--- config.mk ---
export PLATFORM = sky130hd
export DESIGN_NAME = usi_top
export DESIGN_NICKNAME = d
export VERILOG_FILES = /design/src/logic/usi_pkg.sv /design/src/logic/usi_top.sv
export SDC_FILE = /design/constraint.sdc
export NUM_CORES = 1
export LEC_CHECK = 0
export BUFFER_PORTS_ARGS = -buffer_cell sky130_fd_sc_hd__buf_2
export CORE_MARGIN = 4
export CORE_UTILIZATION = 40
export CTS_CLUSTER_SIZE = 12
export DETAILED_ROUTE_END_ITERATION = 8
export HOLD_SLACK_MARGIN = 0.06
export PLACE_DENSITY = 0.56
export SETUP_SLACK_MARGIN = 0.05
export SYNTH_ARGS = -nofsm -noshare
export SYNTH_HDL_FRONTEND = slang
export SYNTH_SLANG_ARGS = --single-unit
--- constraint.sdc ---
create_clock -name CLK_I -period 198.1 [get_ports CLK_I]
set_input_delay 29.715 -clock CLK_I [delete_from_list [all_inputs] [get_ports CLK_I]]
set_output_delay 29.715 -clock CLK_I [all_outputs]
set_load 0.01 [all_outputs]
--- src/logic/usi_pkg.sv ---
// How it works
// Test mode drives baud clock on port1_bit4
// Port1_bit6 low during last stop: break-in
// Set/clear masks change enables; readback shows enables
// Level 0 highest, 4 receive, 5 transmit
// Address read returns level times four, acknowledges
// Buffer full flag set at stop, cleared
// Transmit byte waits for empty shifter, CTS low
// Host writes data only while buffer empty
// Unused upper bits zero on read, ignored
// Framing flag on bad stop, read clears
// Bad low stop bit becomes next start
// Echo mode: framing flag shows transmitter activity
// Overrun on unread buffer, read or reset clears
// Parity checked only when enabled, read clears
// Received break flags, level 4, not loaded
// Break-in flags, level 5, read or reset clears
// Shift-empty set at end, cleared on load
// Buffer-empty set on transfer, cleared by write
// Receive events at stop; transmit events at empties
// Pending bit mirrors interrupt pin, ack clears
// Status layout, readable any time
// Start check disable; echo mode hides framing
// Hardware reset: flags clear except empties, line high
// Hardware reset clears modifier; software reset not
// Read clears flag only after returning it; a break-in set in the same cycle as a status read is cleared unreturned
package usi_pkg;
  localparam int unsigned CLK_HZ          = 100_000_000;
  localparam logic [3:0]  OFS_INT_ENABLE  = 4'h5;
  localparam logic [3:0]  OFS_INT_CLEAR   = 4'h6;
  localparam logic [3:0]  OFS_DATA        = 4'h7;
  localparam logic [3:0]  OFS_STATUS      = 4'hF;
  localparam int          ST_FRAMING      = 0;
  localparam int          ST_OVERRUN      = 1;
  localparam int          ST_PARITY       = 2;
  localparam int          ST_BREAK        = 3;
  localparam int          ST_SHIFT_EMPTY  = 4;
  localparam int          ST_BUF_EMPTY    = 5;
  localparam int          ST_BUF_FULL     = 6;
  localparam int          ST_INT          = 7;
  localparam int          MOD_START_OFF   = 0;
  localparam int          MOD_ECHO        = 1;
  localparam int          LVL_RX          = 4;
  localparam int          LVL_TX          = 5;
  localparam logic [7:0]  IEN_RESET       = 8'h00;
  localparam logic [7:0]  MOD_RESET       = 8'h00;
  localparam logic [7:0]  BIT_TICKS       = 8'h40;
  localparam logic [7:0]  BIT_TICKS_FAST  = 8'h20;
  localparam logic [3:0]  BAUD_SEL_MIN    = 4'h3;
  localparam logic [3:0]  BAUD_SEL_FAST   = 4'h3;
  localparam int          IADDR_SHIFT     = 2;

  typedef enum logic [2:0] {
    USI_TX_IDLE  = 3'b000,
    USI_TX_START = 3'b001,
    USI_TX_DATA  = 3'b010,
    USI_TX_PAR   = 3'b011,
    USI_TX_STOP  = 3'b100
  } usi_tx_t;

  typedef enum logic [2:0] {
    USI_RX_IDLE  = 3'b000,
    USI_RX_START = 3'b001,
    USI_RX_DATA  = 3'b010,
    USI_RX_PAR   = 3'b011,
    USI_RX_STOP  = 3'b100,
    USI_RX_WAIT  = 3'b101
  } usi_rx_t;

  // Half period of the baud generator clock in system cycles
  function automatic logic [15:0] usi_half_div(input logic [3:0] sel);
    int unsigned rate;
    int unsigned mult;
    rate = 0;
    mult = (sel == BAUD_SEL_FAST) ? 32'd32 : 32'd64;
    case (sel)
      4'h3: rate = 19200;
      4'h4: rate = 9600;
      4'h5: rate = 4800;
      4'h6: rate = 2400;
      4'h7: rate = 1200;
      4'h8: rate = 600;
      4'h9: rate = 300;
      4'hA: rate = 200;
      4'hB: rate = 150;
      4'hC: rate = 110;
      4'hD: rate = 100;
      4'hE: rate = 75;
      default: rate = 50;
    endcase
    return 16'(CLK_HZ / (rate * mult * 2));
  endfunction

  function automatic logic [7:0] usi_char_mask(input logic [1:0] len);
    return 8'(8'hFF >> (2'h3 - len));
  endfunction
endpackage

--- src/logic/usi_top.sv ---
`timescale 1ns/1ps
module usi_top
  import usi_pkg::*;
(
  input  wire logic       CLK_I,
  input  wire logic       SYS_RST_I,
  input  wire logic [3:0] ADDR_I,
  input  wire logic       WR_I,
  input  wire logic       RD_I,
  input  wire logic [7:0] WDATA_I,
  output logic      [7:0] RDATA_O,
  input  wire logic       INTR_ACK_I,
  output logic            INT_O,
  input  wire logic [7:0] IRQ_SRC_I,
  input  wire logic [1:0] CHAR_LEN_I,
  input  wire logic [1:0] STOP_BITS_I,
  input  wire logic       PARITY_ENABLE_I,
  input  wire logic       EVEN_PARITY_SELECT_I,
  input  wire logic [3:0] BAUD_SEL_I,
  input  wire logic       TEST_MODE_I,
  input  wire logic       BREAK_IN_ENABLE_I,
  input  wire logic       PORT1_BIT4_DIR_I,
  input  wire logic       SW_RESET_I,
  input  wire logic       RXD_I,
  input  wire logic       CTS_N_I,
  input  wire logic       PORT1_BIT6_I,
  output logic            TXD_O,
  output logic            PORT1_BIT4_O,
  output logic            PORT1_BIT4_OE_O
);
  // Pin synchronisers: rxd, cts_n, port1_bit6
  logic [2:0] sync1, sync2, sync3, pin;
  logic [2:0] next_pin;
  logic rxd, cts_n, brk_in_pin;

  // Baud generator
  logic [15:0] bdiv, next_bdiv;
  logic        bclk, next_bclk;
  logic        tick;
  logic [7:0]  bit_len;
  logic        gen_on;

  // Transmitter
  usi_tx_t     tx_st, next_tx_st;
  logic [7:0]  tx_ctr, next_tx_ctr;
  logic [2:0]  tx_bit, next_tx_bit;
  logic [7:0]  tx_shift, next_tx_shift;
  logic [7:0]  tx_buf, next_tx_buf;
  logic        tx_par, next_tx_par;
  logic        txd, next_txd;
  logic        brk_in_seen, next_brk_in_seen;
  logic        tx_evt;
  logic [7:0]  stop_len;

  // Receiver
  usi_rx_t     rx_st, next_rx_st;
  logic [7:0]  rx_ctr, next_rx_ctr;
  logic [2:0]  rx_bit, next_rx_bit;
  logic [7:0]  rx_shift, next_rx_shift;
  logic [7:0]  rx_buf, next_rx_buf;
  logic        rx_par, next_rx_par;
  logic        rx_zero, next_rx_zero;
  logic        rx_prev, next_rx_prev;
  logic        tx_seen, next_tx_seen;
  logic        rx_evt;

  // Status, enables, requests, register port
  logic [7:0]  status, next_status;
  logic [7:0]  ien, next_ien;
  logic [7:0]  irr, next_irr;
  logic [7:0]  modifier, next_modifier;
  logic [7:0]  rdata, next_rdata;
  logic        int_q, next_int_q;
  logic [2:0]  top_lvl;
  logic        top_any;
  logic        ack;
  logic        rd_status;

  assign rxd        = pin[0];
  assign cts_n      = pin[1];
  assign brk_in_pin = pin[2];

  always_comb begin
    next_pin = pin;
    for (int i = 0; i < 3; i++) begin
      if (sync2[i] == sync3[i]) begin
        next_pin[i] = sync3[i];
      end
    end
  end

  always_ff @(posedge CLK_I) begin
    sync1 <= {PORT1_BIT6_I, CTS_N_I, RXD_I};
    sync2 <= sync1;
    sync3 <= sync2;
    if (SYS_RST_I) begin
      pin <= 3'h7;
    end else begin
      pin <= next_pin;
    end
  end

  // Baud generator: toggles at twice the tick rate; a tick is each rising edge
  assign gen_on  = (BAUD_SEL_I >= BAUD_SEL_MIN);
  assign bit_len = (BAUD_SEL_I == BAUD_SEL_FAST) ? BIT_TICKS_FAST : BIT_TICKS;
  assign tick    = gen_on && (bdiv == 16'h0000) && !bclk;

  always_comb begin
    next_bdiv = bdiv;
    next_bclk = bclk;
    if (!gen_on) begin
      next_bdiv = 16'h0000;
      next_bclk = 1'b0;
    end else if (bdiv == 16'h0000) begin
      next_bdiv = 16'(usi_half_div(BAUD_SEL_I) - 16'h0001);
      next_bclk = !bclk;
    end else begin
      next_bdiv = 16'(bdiv - 16'h0001);
    end
  end

  always_ff @(posedge CLK_I) begin
    if (SYS_RST_I) begin
      bdiv <= 16'h0000;
      bclk <= 1'b0;
    end else begin
      bdiv <= next_bdiv;
      bclk <= next_bclk;
    end
  end

  assign PORT1_BIT4_OE_O = PORT1_BIT4_DIR_I;
  assign PORT1_BIT4_O    = TEST_MODE_I && gen_on && PORT1_BIT4_DIR_I && bclk;

  // Transmitter
  assign stop_len = (STOP_BITS_I == 2'h0) ? bit_len :
                    (STOP_BITS_I == 2'h1) ? 8'(bit_len + (bit_len >> 1)) : 8'(bit_len << 1);

  always_comb begin
    next_tx_st       = tx_st;
    next_tx_ctr      = tx_ctr;
    next_tx_bit      = tx_bit;
    next_tx_shift    = tx_shift;
    next_tx_buf      = tx_buf;
    next_tx_par      = tx_par;
    next_txd         = txd;
    next_brk_in_seen = brk_in_seen;
    next_status      = status;
    tx_evt           = 1'b0;
    if (WR_I && ADDR_I == OFS_DATA) begin
      next_tx_buf                = WDATA_I & usi_char_mask(CHAR_LEN_I);
      next_status[ST_BUF_EMPTY]  = 1'b0;
    end
    if (status[ST_SHIFT_EMPTY] && !status[ST_BUF_EMPTY] && !cts_n && tx_st == USI_TX_IDLE) begin
      next_tx_shift               = tx_buf;
      next_tx_par                 = !EVEN_PARITY_SELECT_I;
      next_status[ST_SHIFT_EMPTY] = 1'b0;
      next_status[ST_BUF_EMPTY]   = 1'b1;
      tx_evt                      = 1'b1;
      next_tx_st                  = USI_TX_START;
      next_tx_ctr                 = 8'h00;
      next_txd                    = 1'b0;
      next_brk_in_seen            = 1'b0;
    end else if (tick && tx_st != USI_TX_IDLE) begin
      next_tx_ctr = 8'(tx_ctr + 8'h01);
      if (tx_st == USI_TX_STOP && tx_ctr >= 8'(stop_len - bit_len)
          && BREAK_IN_ENABLE_I && !brk_in_pin) begin
        next_brk_in_seen = 1'b1;
      end
      case (tx_st)
        USI_TX_START: begin
          if (tx_ctr == 8'(bit_len - 8'h01)) begin
            next_tx_st  = USI_TX_DATA;
            next_tx_ctr = 8'h00;
            next_tx_bit = 3'h0;
            next_txd    = tx_shift[0];
          end
        end
        USI_TX_DATA: begin
          if (tx_ctr == 8'(bit_len - 8'h01)) begin
            next_tx_ctr   = 8'h00;
            next_tx_par   = tx_par ^ tx_shift[0];
            next_tx_shift = {1'b0, tx_shift[7:1]};
            if (tx_bit == 3'(CHAR_LEN_I) + 3'h4) begin
              next_tx_st = PARITY_ENABLE_I ? USI_TX_PAR : USI_TX_STOP;
              next_txd   = PARITY_ENABLE_I ? (tx_par ^ tx_shift[0]) : 1'b1;
            end else begin
              next_tx_bit = 3'(tx_bit + 3'h1);
              next_txd    = tx_shift[1];
            end
          end
        end
        USI_TX_PAR: begin
          if (tx_ctr == 8'(bit_len - 8'h01)) begin
            next_tx_st  = USI_TX_STOP;
            next_tx_ctr = 8'h00;
            next_txd    = 1'b1;
          end
        end
        USI_TX_STOP: begin
          if (tx_ctr == 8'(stop_len - 8'h01)) begin
            next_tx_st                  = USI_TX_IDLE;
            next_status[ST_SHIFT_EMPTY] = 1'b1;
            tx_evt                      = status[ST_BUF_EMPTY];
            if (brk_in_seen || (BREAK_IN_ENABLE_I && !brk_in_pin)) begin
              next_status[ST_BREAK] = 1'b1;
              tx_evt                = 1'b1;
            end
          end
        end
        default: next_tx_st = USI_TX_IDLE;
      endcase
    end
    // Receiver and status
    next_rx_st    = rx_st;
    next_rx_ctr   = rx_ctr;
    next_rx_bit   = rx_bit;
    next_rx_shift = rx_shift;
    next_rx_buf   = rx_buf;
    next_rx_par   = rx_par;
    next_rx_zero  = rx_zero;
    next_rx_prev  = rxd;
    next_tx_seen  = tx_seen || (tx_st != USI_TX_IDLE);
    rx_evt        = 1'b0;
    rd_status     = RD_I && ADDR_I == OFS_STATUS;
    // Read clears are applied first so that any set below wins
    if (rd_status) begin
      next_status[ST_OVERRUN] = 1'b0;
      next_status[ST_PARITY]  = 1'b0;
      next_status[ST_BREAK]   = 1'b0;
      if (!modifier[MOD_ECHO]) begin
        next_status[ST_FRAMING] = 1'b0;
      end
    end
    if (SW_RESET_I) begin
      next_status[ST_OVERRUN] = 1'b0;
      next_status[ST_BREAK]   = 1'b0;
    end
    if (RD_I && ADDR_I == OFS_DATA) begin
      next_status[ST_BUF_FULL] = 1'b0;
    end
    if (rx_st == USI_RX_IDLE || rx_st == USI_RX_WAIT) begin
      if (rx_prev && !rxd) begin
        next_rx_st   = USI_RX_START;
        next_rx_ctr  = 8'h00;
        next_tx_seen = (tx_st != USI_TX_IDLE);
      end
    end else if (tick) begin
      next_rx_ctr = 8'(rx_ctr + 8'h01);
      if (rx_st == USI_RX_START && rx_ctr == 8'((bit_len >> 1) - 8'h01)) begin
        next_rx_ctr   = 8'h00;
        next_rx_bit   = 3'h0;
        next_rx_par   = !EVEN_PARITY_SELECT_I;
        next_rx_zero  = 1'b1;
        next_rx_shift = 8'h00;
        next_rx_st    = (rxd && !modifier[MOD_START_OFF]) ? USI_RX_IDLE : USI_RX_DATA;
      end else if (rx_st != USI_RX_START && rx_ctr == 8'(bit_len - 8'h01)) begin
        next_rx_ctr  = 8'h00;
        next_rx_zero = rx_zero && !rxd;
        next_rx_par  = rx_par ^ rxd;
        case (rx_st)
          USI_RX_DATA: begin
            next_rx_shift = {rxd, rx_shift[7:1]};
            if (rx_bit == 3'(CHAR_LEN_I) + 3'h4) begin
              next_rx_shift = 8'({rxd, rx_shift[7:1]} >> (2'h3 - CHAR_LEN_I));
              next_rx_st    = PARITY_ENABLE_I ? USI_RX_PAR : USI_RX_STOP;
            end else begin
              next_rx_bit = 3'(rx_bit + 3'h1);
            end
          end
          USI_RX_PAR: begin
            next_rx_st = USI_RX_STOP;
          end
          USI_RX_STOP: begin
            rx_evt       = 1'b1;
            next_rx_st   = USI_RX_IDLE;
            next_tx_seen = (tx_st != USI_TX_IDLE);
            if (rx_zero && !rxd) begin
              next_status[ST_BREAK] = 1'b1;
              next_rx_st            = USI_RX_WAIT;
            end else begin
              next_rx_buf              = rx_shift & usi_char_mask(CHAR_LEN_I);
              next_status[ST_BUF_FULL] = 1'b1;
              if (status[ST_BUF_FULL] && !(RD_I && ADDR_I == OFS_DATA)) begin
                next_status[ST_OVERRUN] = 1'b1;
              end
              if (PARITY_ENABLE_I && rx_par) begin
                next_status[ST_PARITY] = 1'b1;
              end
              if (modifier[MOD_ECHO]) begin
                next_status[ST_FRAMING] = tx_seen || (tx_st != USI_TX_IDLE);
              end else if (!rxd) begin
                next_status[ST_FRAMING] = 1'b1;
              end
              if (!rxd) begin
                // Low stop bit serves as the start bit of the next character
                next_rx_st    = USI_RX_DATA;
                next_rx_bit   = 3'h0;
                next_rx_par   = !EVEN_PARITY_SELECT_I;
                next_rx_zero  = 1'b1;
                next_rx_shift = 8'h00;
              end
            end
          end
          default: next_rx_st = USI_RX_IDLE;
        endcase
      end
    end
  end

  // Interrupt controller
  always_comb begin
    top_lvl = 3'h0;
    top_any = 1'b0;
    for (int i = 7; i >= 0; i--) begin
      if (irr[i] && ien[i]) begin
        top_lvl = 3'(i);
        top_any = 1'b1;
      end
    end
  end

  assign ack = INTR_ACK_I || (RD_I && ADDR_I == OFS_INT_CLEAR);

  always_comb begin
    next_ien      = ien;
    next_irr      = irr;
    next_modifier = modifier;
    next_rdata    = rdata;
    if (WR_I && ADDR_I == OFS_INT_ENABLE) begin
      next_ien = ien | WDATA_I;
    end else if (WR_I && ADDR_I == OFS_INT_CLEAR) begin
      next_ien = ien & ~WDATA_I;
    end
    if (WR_I && ADDR_I == OFS_STATUS) begin
      next_modifier = WDATA_I;
    end
    if (ack && top_any) begin
      next_irr[top_lvl] = 1'b0;
    end
    next_irr         = next_irr | (IRQ_SRC_I & ~8'h30);
    next_irr[LVL_RX] = next_irr[LVL_RX] | rx_evt;
    next_irr[LVL_TX] = next_irr[LVL_TX] | tx_evt;
    next_int_q       = |(next_irr & next_ien);
    if (RD_I) begin
      if (ADDR_I == OFS_INT_ENABLE) begin
        next_rdata = ien;
      end else if (ADDR_I == OFS_INT_CLEAR) begin
        next_rdata = 8'({top_lvl, {IADDR_SHIFT{1'b0}}});
      end else if (ADDR_I == OFS_DATA) begin
        next_rdata = rx_buf;
      end else if (ADDR_I == OFS_STATUS) begin
        next_rdata = {int_q, status[6:0]};
      end else begin
        next_rdata = 8'h00;
      end
    end
  end

  always_ff @(posedge CLK_I) begin
    if (SYS_RST_I) begin
      tx_st       <= USI_TX_IDLE;
      tx_ctr      <= 8'h00;
      tx_bit      <= 3'h0;
      tx_shift    <= 8'h00;
      tx_buf      <= 8'h00;
      tx_par      <= 1'b0;
      txd         <= 1'b1;
      brk_in_seen <= 1'b0;
      rx_st       <= USI_RX_IDLE;
      rx_ctr      <= 8'h00;
      rx_bit      <= 3'h0;
      rx_shift    <= 8'h00;
      rx_buf      <= 8'h00;
      rx_par      <= 1'b0;
      rx_zero     <= 1'b0;
      rx_prev     <= 1'b1;
      tx_seen     <= 1'b0;
      status      <= 8'h30;
      ien         <= IEN_RESET;
      irr         <= 8'h00;
      modifier    <= MOD_RESET;
      rdata       <= 8'h00;
      int_q       <= 1'b0;
    end else begin
      tx_st       <= next_tx_st;
      tx_ctr      <= next_tx_ctr;
      tx_bit      <= next_tx_bit;
      tx_shift    <= next_tx_shift;
      tx_buf      <= next_tx_buf;
      tx_par      <= next_tx_par;
      txd         <= next_txd;
      brk_in_seen <= next_brk_in_seen;
      rx_st       <= next_rx_st;
      rx_ctr      <= next_rx_ctr;
      rx_bit      <= next_rx_bit;
      rx_shift    <= next_rx_shift;
      rx_buf      <= next_rx_buf;
      rx_par      <= next_rx_par;
      rx_zero     <= next_rx_zero;
      rx_prev     <= next_rx_prev;
      tx_seen     <= next_tx_seen;
      status      <= next_status;
      ien         <= next_ien;
      irr         <= next_irr;
      modifier    <= next_modifier;
      rdata       <= next_rdata;
      int_q       <= next_int_q;
    end
  end

  assign TXD_O   = txd;
  assign INT_O   = int_q;
  assign RDATA_O = rdata;
endmodule

* Yosys cells after proc, flatten, opt, wreduce, memory -nomap -nowiden *
Memories as Yosys holds them, arrays and structs flattened.
Cells that the tools add are included.

word-level totals
  flip-flop bits (word level) = 130
  bits in latches = 0
  bits in writable memories = 0
  ROM bits = 240
  input bits = 42
  word-level logic and storage cells = 341
  memories kept = 1

operators by class
  add/subtract/negate cells = 13
  $mul = 1
  divide/modulo/power cells = 1
  order comparisons = 4
  equality and inequality tests = 41
  shift-type cells = 2
  mux-type cells = 144
  bitwise operators = 18
  reductions and logical operators = 82

memory list
  memory            words  width  read ports  clocked after memory_dff  wr ports  line           source
  (name not given)  16     15     1           0                         0         usi_pkg.sv:76  case (sel)

operators by type and width
  cell                                                count
  2-to-1 mux 8 bit                                    25
  2-to-1 mux 3 bit                                    30
  2-to-1 mux 1 bit                                    66
  2-to-1 mux 32 bit                                   2
  bitwise AND 8 bit                                   5
  logical AND 1 bit                                   37
  divider 27 x 32 -> 32 bit, first input constant     1
  == test 8 bit                                       4
  multiplier 32 x 7 -> 31 bit                         1
  subtractor 16 x 1 -> 16 bit, second input constant  2
  AND reduction 6 bit                                 5
  2-to-1 mux 4 bit                                    6
  != test 3 bit, second input constant                7
  adder 8 x 1 -> 8 bit, second input constant         2
  zero test 16 bit                                    1
  2-to-1 mux 16 bit                                   1
  NOT 8 bit                                           2
  bitwise OR 8 bit                                    2
  case mux 8 bit (2 select lines)                     1
  nonzero test 2 bit                                  8
  2-to-1 mux 7 bit                                    2
  == test 3 x 2 -> 1 bit, second input constant       4
  == test 4 x 3 -> 1 bit, second input constant       3
  case mux 3 bit (2 select lines)                     2
  other kinds (48)                                    87

* Longest topological paths before layout *
Gate-level depths: netlist of the first run.

  depth after elaboration = 20
  mapped depth = 293
  mapped depth without buffers = 275

* Worst setup path after synthesis of the first run *
Ideal clock, no wire load.

  path kind = in2reg
  start point = in BAUD_SEL_I[3]
  end point = reg bdiv[12]
  library setup time = 0.128 ns
  arrival = 85.330 ns
  required time = 197.972 ns
  setup slack = 112.643 ns
  stages on the path = 272
  cell sequence = clkbuf_1 -> nor2b_1 -> and2_1 -> ha_1 -> ha_1 -> nand2b_1 -> o22ai_1 -> a211oi_2 -> o211ai_2 -> nor4_4 -> clkbuf_1 -> nand2_1 -> clkbuf_1 -> nor4b_1 -> ha_1 -> a21o_1 -> nor3b_1 -> a31oi_1 -> [236 not listed] -> nor2b_1 -> o21ai_0 -> nand2b_1 -> a21oi_1 -> nor2b_1 -> o21ai_0 -> nand2b_1 -> a21oi_1 -> nor3_1 -> o31a_1 -> a2111oi_0 -> nor3b_1 -> a31o_2 -> ha_1 -> nand4_1 -> nor2_1 -> xor2_1 -> nor2_1

between the ends
  word-level cells in the longest chain between the ends = 7
  elaborated cells on any way between the ends = 12
  those cells by class = add/sub: 1; mul: 1; div: 1; order compare: 1; eq/ne: 1; mux: 4; bitwise: 1; reduce/logical: 1; memory: 1

RTL lines
  item                         line            source
  start: declaration           usi_top.sv:19   input wire logic [3:0] BAUD_SEL_I,
  memory (16 x 15 bit)         --
  2-to-1 mux 32 bit            usi_top.sv:114  end else if (bdiv == 16'h0000) begin
  2-to-1 mux 32 bit            usi_top.sv:111  if (!gen_on) begin
  multiplier 32 x 7 -> 31 bit  usi_pkg.sv:91   return 16'(CLK_HZ / (rate * mult * 2));
  divider 27 x 32 -> 32 bit    usi_pkg.sv:91
  subtractor 16 x 1 -> 16 bit  usi_top.sv:115  next_bdiv = 16'(usi_half_div(BAUD_SEL_I) - 16'h0001);
  2-to-1 mux 16 bit            usi_top.sv:114
  end signal: assignment       usi_top.sv:127  bdiv <= next_bdiv;
  end: declaration             usi_top.sv:37   logic [15:0] bdiv, next_bdiv;

Parallel ways exist; a longest one is shown, timed or not. The select of a mux whose other input is x is not followed.
A chain may end at the register's enable or synchronous reset.

* Worst setup path in the final report of the first run *
  start point = in BAUD_SEL_I[0]
  end point = reg bdiv[12]

The elaborated chain is that of the path after synthesis.

==> impl_metrics.py, run 1 <==
metrics = {
    "cts": {
        "cts_sinks": 130,
        "cts_tree": "done",
        "ctsHoldBuffers": 0,
        "cts_root_buffer": "clkbuf_16",
        "htreeDepth": 4,
        "clkLatencyLatePin_ns": 0.43,
        "post_cts_buffers": 0,
        "cts_buffers": 17,
        "clk_pin_slew_worst_paths_ns": 0.06,
        "max-clock-path-buffers": 2,
        "cts-resized-gates": 0,
    },
    "die": {
        "rows": 91,
        "core_region_area_sq_um": 61700,
        "die-area_sq_um": 66400,
        "start_util_pct": 40.4,
        "io_pins": 54,
        "die_width_um": 258,
        "die_h_um": 258,
    },
    "timing": {
        "slew_viol_final": 0,
        "setup_violations": 0,
        "clock.fmax_mhz": 10.5,
        "hold_viol": 0,
        "slew_headroom_pct": 21.9,
        "finalClockSkew_ns": 0.00760,
        "worstMarginPinSlew_ns": 1.17,
        "post-route-period-util_pct": 48.1,
        "rsz0062_at_grt": "false",
        "tns_ns": 0,
        "finalCriticalPeriod_ns": 95.24,
    },
    "synth": {
        "synthAdderAreaFrac_pct": 17.7,
        "avgSynthCellArea_sq_um": 7.28,
        "synthTopCellsByArea": "ha_1 17%, dfxtp_1 10%, a21oi_1 6.8%",
        "yosysTopAreaCellShare_pct": 17.3,
        "seq_area_frac_synth_pct": 10.4,
        "synth_edf_count": 0,
        "syn_area_sq_um": 24900,
        "synth_warnings": 0,
        "ys_seq_elements": 130,
        "synth_area_leader_cell": "ha_1",
        "ys.flop_type": "dfxtp_1",
        "synth_top_family_by_area": "compound AO/OA/AOI/OAI gates",
        "synth_compound_gate_area_share_pct": 30.3,
        "ys_async_sr_fraction_pct": 0,
        "synth_cell_types": 116,
        "synth.mux.area_fraction_pct": 5.92,
        "synth-xor-area-share_pct": 7.85,
        "syn_inst": 3426,
        "synth-simple-area-share_pct": 24.7,
    },
    "grt": {
        "antenna_found_initial": 0,
        "grt_pass1_vias": 23000,
        "grt_overflow_total": 0,
        "track_usage_pct": 22.3,
        "grt_pass1_wl_mm": 123,
        "grt_max_degree": 95,
    },
    "worst_setup_path": {
        "critPathLaunchType": "primary input",
        "arrival_ns": 95.55,
        "slowest_stage": "nor3_2",
        "path_max_fanout": 31,
        "critical_path.endpoint_type": "register",
        "required_ns": 198.40,
        "ff2ff_path_depth": 9,
        "path_common_cell": "ha_1",
        "reg2reg_slack_ns": 193.92,
        "critPathMaxStageDelay_ns": 0.74,
        "cp-startpoint": "BAUD_SEL_I[0]",
        "r2r_end": "rx_bit[2]$_SDFFE_PP0P_",
        "rr_startpoint": "bdiv[13]$_SDFF_PP0_",
        "criticalPathCategory": "primary input to register",
    },
    "place": {
        "dpl.hpwl_mm": 60.3,
        "portBuffers": 51,
        "place_congestion": 0.892,
    },
    "cells_and_area": {
        "drive_gt1_share_pct": 9.04,
        "antenna_cells": 0,
        "fin_nets": 3877,
        "syn_to_final_growth_pct": 8.10,
        "regArea_sq_um": 2600,
        "multi_input_area_sq_um": 21800,
        "fill_cells": 6553,
    },
    "outcome": {
        "outcome": "finished, final reports clean",
    },
    "min_path": {
        "hold_end": "sync2[0]$_DFF_P_",
        "hold_class": "register to register",
        "worstHoldPathCells": 0,
        "min-delay-start": "sync1[0]$_DFF_P_",
    },
    "detailed_routing": {
        "first_pass_iters": 5,
        "via_per_inst": 5.81,
        "wl_per_cell_um": 17.8,
        "via_count": 25200,
        "ant_nets": 0,
        "drtIter0Drc": 1966,
        "drc": 0,
        "routed_wl_mm": 77.1,
    },
    "job": {
        "cap_violations": 0,
    },
}
placed cells by master (no fill, tap or decap), types with 40 or more instances in the layout:
cell type / count
buf_2: 51
nor2b_1: 40
ha_1: 345
a21o_1: 67
a21oi_1: 335
conb_1: 49
nand2_1: 279
a211oi_1: 64
mux2_2: 90
nand2b_1: 73
nor2_1: 384
xor2_1: 76
dfxtp_1: 130
nand3_1: 97
xnor2_1: 142
o21a_1: 108
or3_1: 46
nor3_1: 102
o21ai_0: 208
inv_1: 102
Yosys cell counts, types with 73 or more instances:
master and count:
nor2_1 385, ha_1 345, a21oi_1 337, nand2_1 279, o21ai_0 208, xnor2_1 142
dfxtp_1 130, o21a_1 108, inv_1 102, nor3_1 102, nand3_1 98, mux2_2 90
xor2_1 78, nand2b_1 73
worst max path at each step:
| stage | cells after the start | endpoint | slack (ns) |
|---|---|---|---|
| 5_1_grt | 259 | bdiv[14]$_SDFF_PP0_ | 97.64 |
| 3_5_place_dp | 260 | bdiv[12]$_SDFF_PP0_ | 103.33 |
| 6_report | 259 | bdiv[12]$_SDFF_PP0_ | 102.86 |
| 2_1_floorplan | 272 | bdiv[12]$_SDFF_PP0_ | 112.64 |
| 3_3_place_gp | 259 | bdiv[14]$_SDFF_PP0_ | 103.14 |
| 4_1_cts | 259 | bdiv[12]$_SDFF_PP0_ | 103.51 |
worst max-delay path: cells and delay by family:
kind | cells | cell delay [ns]
adder cells (fa/ha/maj) | 28 | 8.81
AND/OR/NAND/NOR | 82 | 20.33
AO/OA/AOI/OAI | 131 | 31.87
multiplexers | 6 | 2.23
XOR/XNOR | 1 | 0.16
buffers and inverters | 11 | 2.21
through the flow:
step                      std cells  setup WS (ns)  cell area [sq um]  hold slack (ns)  util (%)
final                          4334         102.86              27000            0.325      43.7
after floorplan                3473         112.64              25100            0.310         -
after CTS                      4334         103.51              27000            0.325      43.7
after global placement         4303         103.14              26400            0.313      42.8
after global routing           4334          97.64              27000            0.334      43.7
after detailed placement       4303         103.33              26400            0.312      42.8
final cells by class:
type / instances / share of cell area [%]
multi-input cells: 3147 / 81.0
flip-flops and latches: 130 / 9.65
well taps: 837 / 3.88
repair buffers: 84 / 1.86
clock buffers: 20 / 1.66
inverters: 105 / 1.46
clock inverters: 11 / 0.510
sequential cells by signal, indices dropped and copies added (netlist names), 7 cells and up:
| name | count |
|---|---|
| RDATA_O | 8 |
| bdiv | 16 |
| ien | 8 |
| irr | 8 |
| rx_buf | 8 |
| rx_ctr | 8 |
| rx_shift | 8 |
| status | 7 |
| tx_buf | 8 |
| tx_ctr | 8 |
| tx_shift | 8 |
kinds of logic after synthesis:
logic type      Yosys count
compound gates         1140
buf+inv                 196
simple gates           1253
xor+xnor                222
mux                     133
flops                   130
other cells               2
fa+ha+maj               350
metal layers:
metal / share of wire (%) / wire length [um] / track usage, % / vias to the layer above
li1: - / - / - / 12900
met4: 0.96 / 740 / 2.70 / 0
met2: 43 / 33200 / 35.4 / 490
met3: 4.2 / 3210 / 1.64 / 58
met1: 52 / 40000 / 34.0 / 11700
met5: 0 / 0 / 0 / -
Power of run 1 is left out: the tool's default activity adds up to more than one toggle a clock period on the data nets, which glitch-free logic cannot reach.
==> run 2: changes to the inputs <==
==> constraint.sdc (replaced) <==
create_clock -name CLK_I -period 97.4 [get_ports CLK_I]
set_input_delay 14.61 -clock CLK_I [delete_from_list [all_inputs] [get_ports CLK_I]]
set_output_delay 14.61 -clock CLK_I [all_outputs]
set_load 0.01 [all_outputs]
==> run 2 against run 1 <==
  * Wire length is 0.11% lower
  * Clock-buffer cell count is 2 higher
  * Non-clock buffer count stayed put
  * Final cell count stayed put
==> impl_metrics.py, run 2 (synthesized netlist as in run 1, its figures left out) <==
metrics = {
    "cells_and_area": {
        "stdcell_area_sq_um": 27000,
        "regMostFlops": "bdiv",
        "fin_nets": 3877,
        "drive_gt1_share_pct": 9.01,
        "syn_to_final_growth_pct": 8.15,
        "final_cell_mix": "384 x nor2_1, 345 x ha_1, 335 x a21oi_1",
        "final_common_cell": "nor2_1",
        "largest_reg_flops": 16,
        "antenna_cells": 0,
    },
    "worst_setup_path": {
        "rr_startpoint": "bdiv[13]$_SDFF_PP0_",
        "path_common_cell": "ha_1",
        "ff2ff_path_depth": 9,
        "critPathMaxStageDelay_ns": 0.73,
        "path_max_fanout": 31,
        "critical_path.endpoint_type": "register",
        "critPathLaunchType": "primary input",
        "slowest_stage": "nor3_2",
        "criticalPathCategory": "primary input to register",
        "required_ns": 97.70,
        "arrival_ns": 80.50,
        "reg2reg_slack_ns": 93.13,
        "r2r_end": "rx_bit[2]$_SDFFE_PP0P_",
    },
    "grt": {
        "grt_pass1_wl_mm": 124,
        "met3_usage_pct": 1.99,
        "grt_overflow_total": 0,
        "use_met2_pct": 34.6,
        "grt_max_degree": 95,
        "antenna_found_initial": 1,
        "track_usage_pct": 22.4,
        "grt-busiest-layer": "met2",
        "grt_pass1_vias": 23200,
        "grtUsageMet1_pct": 34.2,
    },
    "detailed_routing": {
        "wl_per_cell_um": 17.8,
        "first_pass_iters": 5,
        "via_count": 25100,
        "drc": 0,
        "ant_nets": 0,
        "routed_wl_mm": 77.0,
        "drtIter0Drc": 2073,
        "via_per_inst": 5.80,
    },
    "cts": {
        "cts_tree": "done",
        "cts-resized-gates": 0,
        "cts_root_buffer": "clkbuf_16",
        "ctsHoldBuffers": 0,
        "clk_pin_slew_worst_paths_ns": 0.06,
        "post_cts_buffers": 0,
        "cts_sinks": 130,
        "max-clock-path-buffers": 2,
        "cts_buffers": 17,
        "htreeDepth": 4,
        "clkLatencyLatePin_ns": 0.42,
    },
    "job": {
        "cap_violations": 0,
    },
    "place": {
        "dpl-instance-area_sq_um": 26400,
        "portBuffers": 51,
        "dpl.hpwl_mm": 60.3,
        "place_congestion": 0.898,
    },
    "die": {
        "io_pins": 54,
        "die_h_um": 258,
        "rows": 91,
        "die_width_um": 258,
        "start_util_pct": 40.4,
        "die-area_sq_um": 66400,
        "core_region_area_sq_um": 61700,
    },
    "outcome": {
        "outcome": "finished, final reports clean",
    },
    "timing": {
        "slew_viol_final": 0,
        "finalClockSkew_ns": 0.00904,
        "tns_ns": 0,
        "setup_violations": 0,
        "finalCriticalPeriod_ns": 80.21,
        "rsz0062_at_grt": "false",
        "clock.fmax_mhz": 12.5,
        "worstMarginPinSlew_ns": 1.12,
        "slew_headroom_pct": 24.9,
        "hold_viol": 0,
        "post-route-period-util_pct": 82.3,
    },
    "min_path": {
        "worstHoldPathCells": 0,
        "min-delay-start": "sync1[2]$_DFF_P_",
        "hold_class": "register to register",
        "hold_end": "sync2[2]$_DFF_P_",
    },
}
==> run 2: cell count changes in the layout (fill, tap and decap cells not counted), sizes merged <==
cell    change
clkbuf      +2
clkinv      -2
==> run 2: how the worst max path moves through the flow <==
| stage | startpoint | to | cells past startpoint |
|---|---|---|---|
| 2_1_floorplan | BAUD_SEL_I[3] | bdiv[12]$_SDFF_PP0_ | 272 |
| 3_3_place_gp | BAUD_SEL_I[0] | bdiv[12]$_SDFF_PP0_ | 260 |
| 3_5_place_dp | BAUD_SEL_I[0] | bdiv[14]$_SDFF_PP0_ | 259 |
| 4_1_cts | BAUD_SEL_I[0] | bdiv[14]$_SDFF_PP0_ | 258 |
| 5_1_grt | BAUD_SEL_I[3] | bdiv[14]$_SDFF_PP0_ | 259 |
| 6_report | BAUD_SEL_I[3] | bdiv[12]$_SDFF_PP0_ | 258 |
==> run 2: cell type report <==
type                            count  area [sq um]
Timing Repair Buffer               84           503
Fill cell                        6437         34700
Tap cell                          837          1050
Clock inverter                      9           131
Clock buffer                       22           464
Inverter                          105           394
Sequential cell                   130          2600
Multi-Input combinational cell   3147         21800
==> run 2: metrics by stage <==
stage / instances / util, % / hold WS, ns / worst slack [ns]
after floorplan: 3473 / - / 0.310 / 27.05
after CTS: 4334 / 43.7 / 0.331 / 17.74
after detailed placement: 4303 / 42.8 / 0.316 / 17.58
after global routing: 4334 / 43.7 / 0.336 / 11.55
final: 4334 / 43.7 / 0.332 / 17.19
after global placement: 4303 / 42.8 / 0.315 / 17.32
==> run 2: worst max-delay path, delay by kind of cell <==
kind                     cells  cell delay, ns
multiplexers                 6            2.23
XOR/XNOR                     1            0.15
adder cells (fa/ha/maj)     27            8.28
AO/OA/AOI/OAI              131           32.14
AND/OR/NAND/NOR             85           21.13
buffers and inverters        8            1.82
==> run 2: metal layers <==
| layer | vias to the layer above | wire, um |
|---|---|---|
| met2 | 505 | 32600 |
| met1 | 11600 | 39700 |
| li1 | 12900 | - |
| met4 | 0 | 1180 |
| met5 | - | 0 |
| met3 | 68 | 3630 |
Power of run 2 is left out for the same reason.
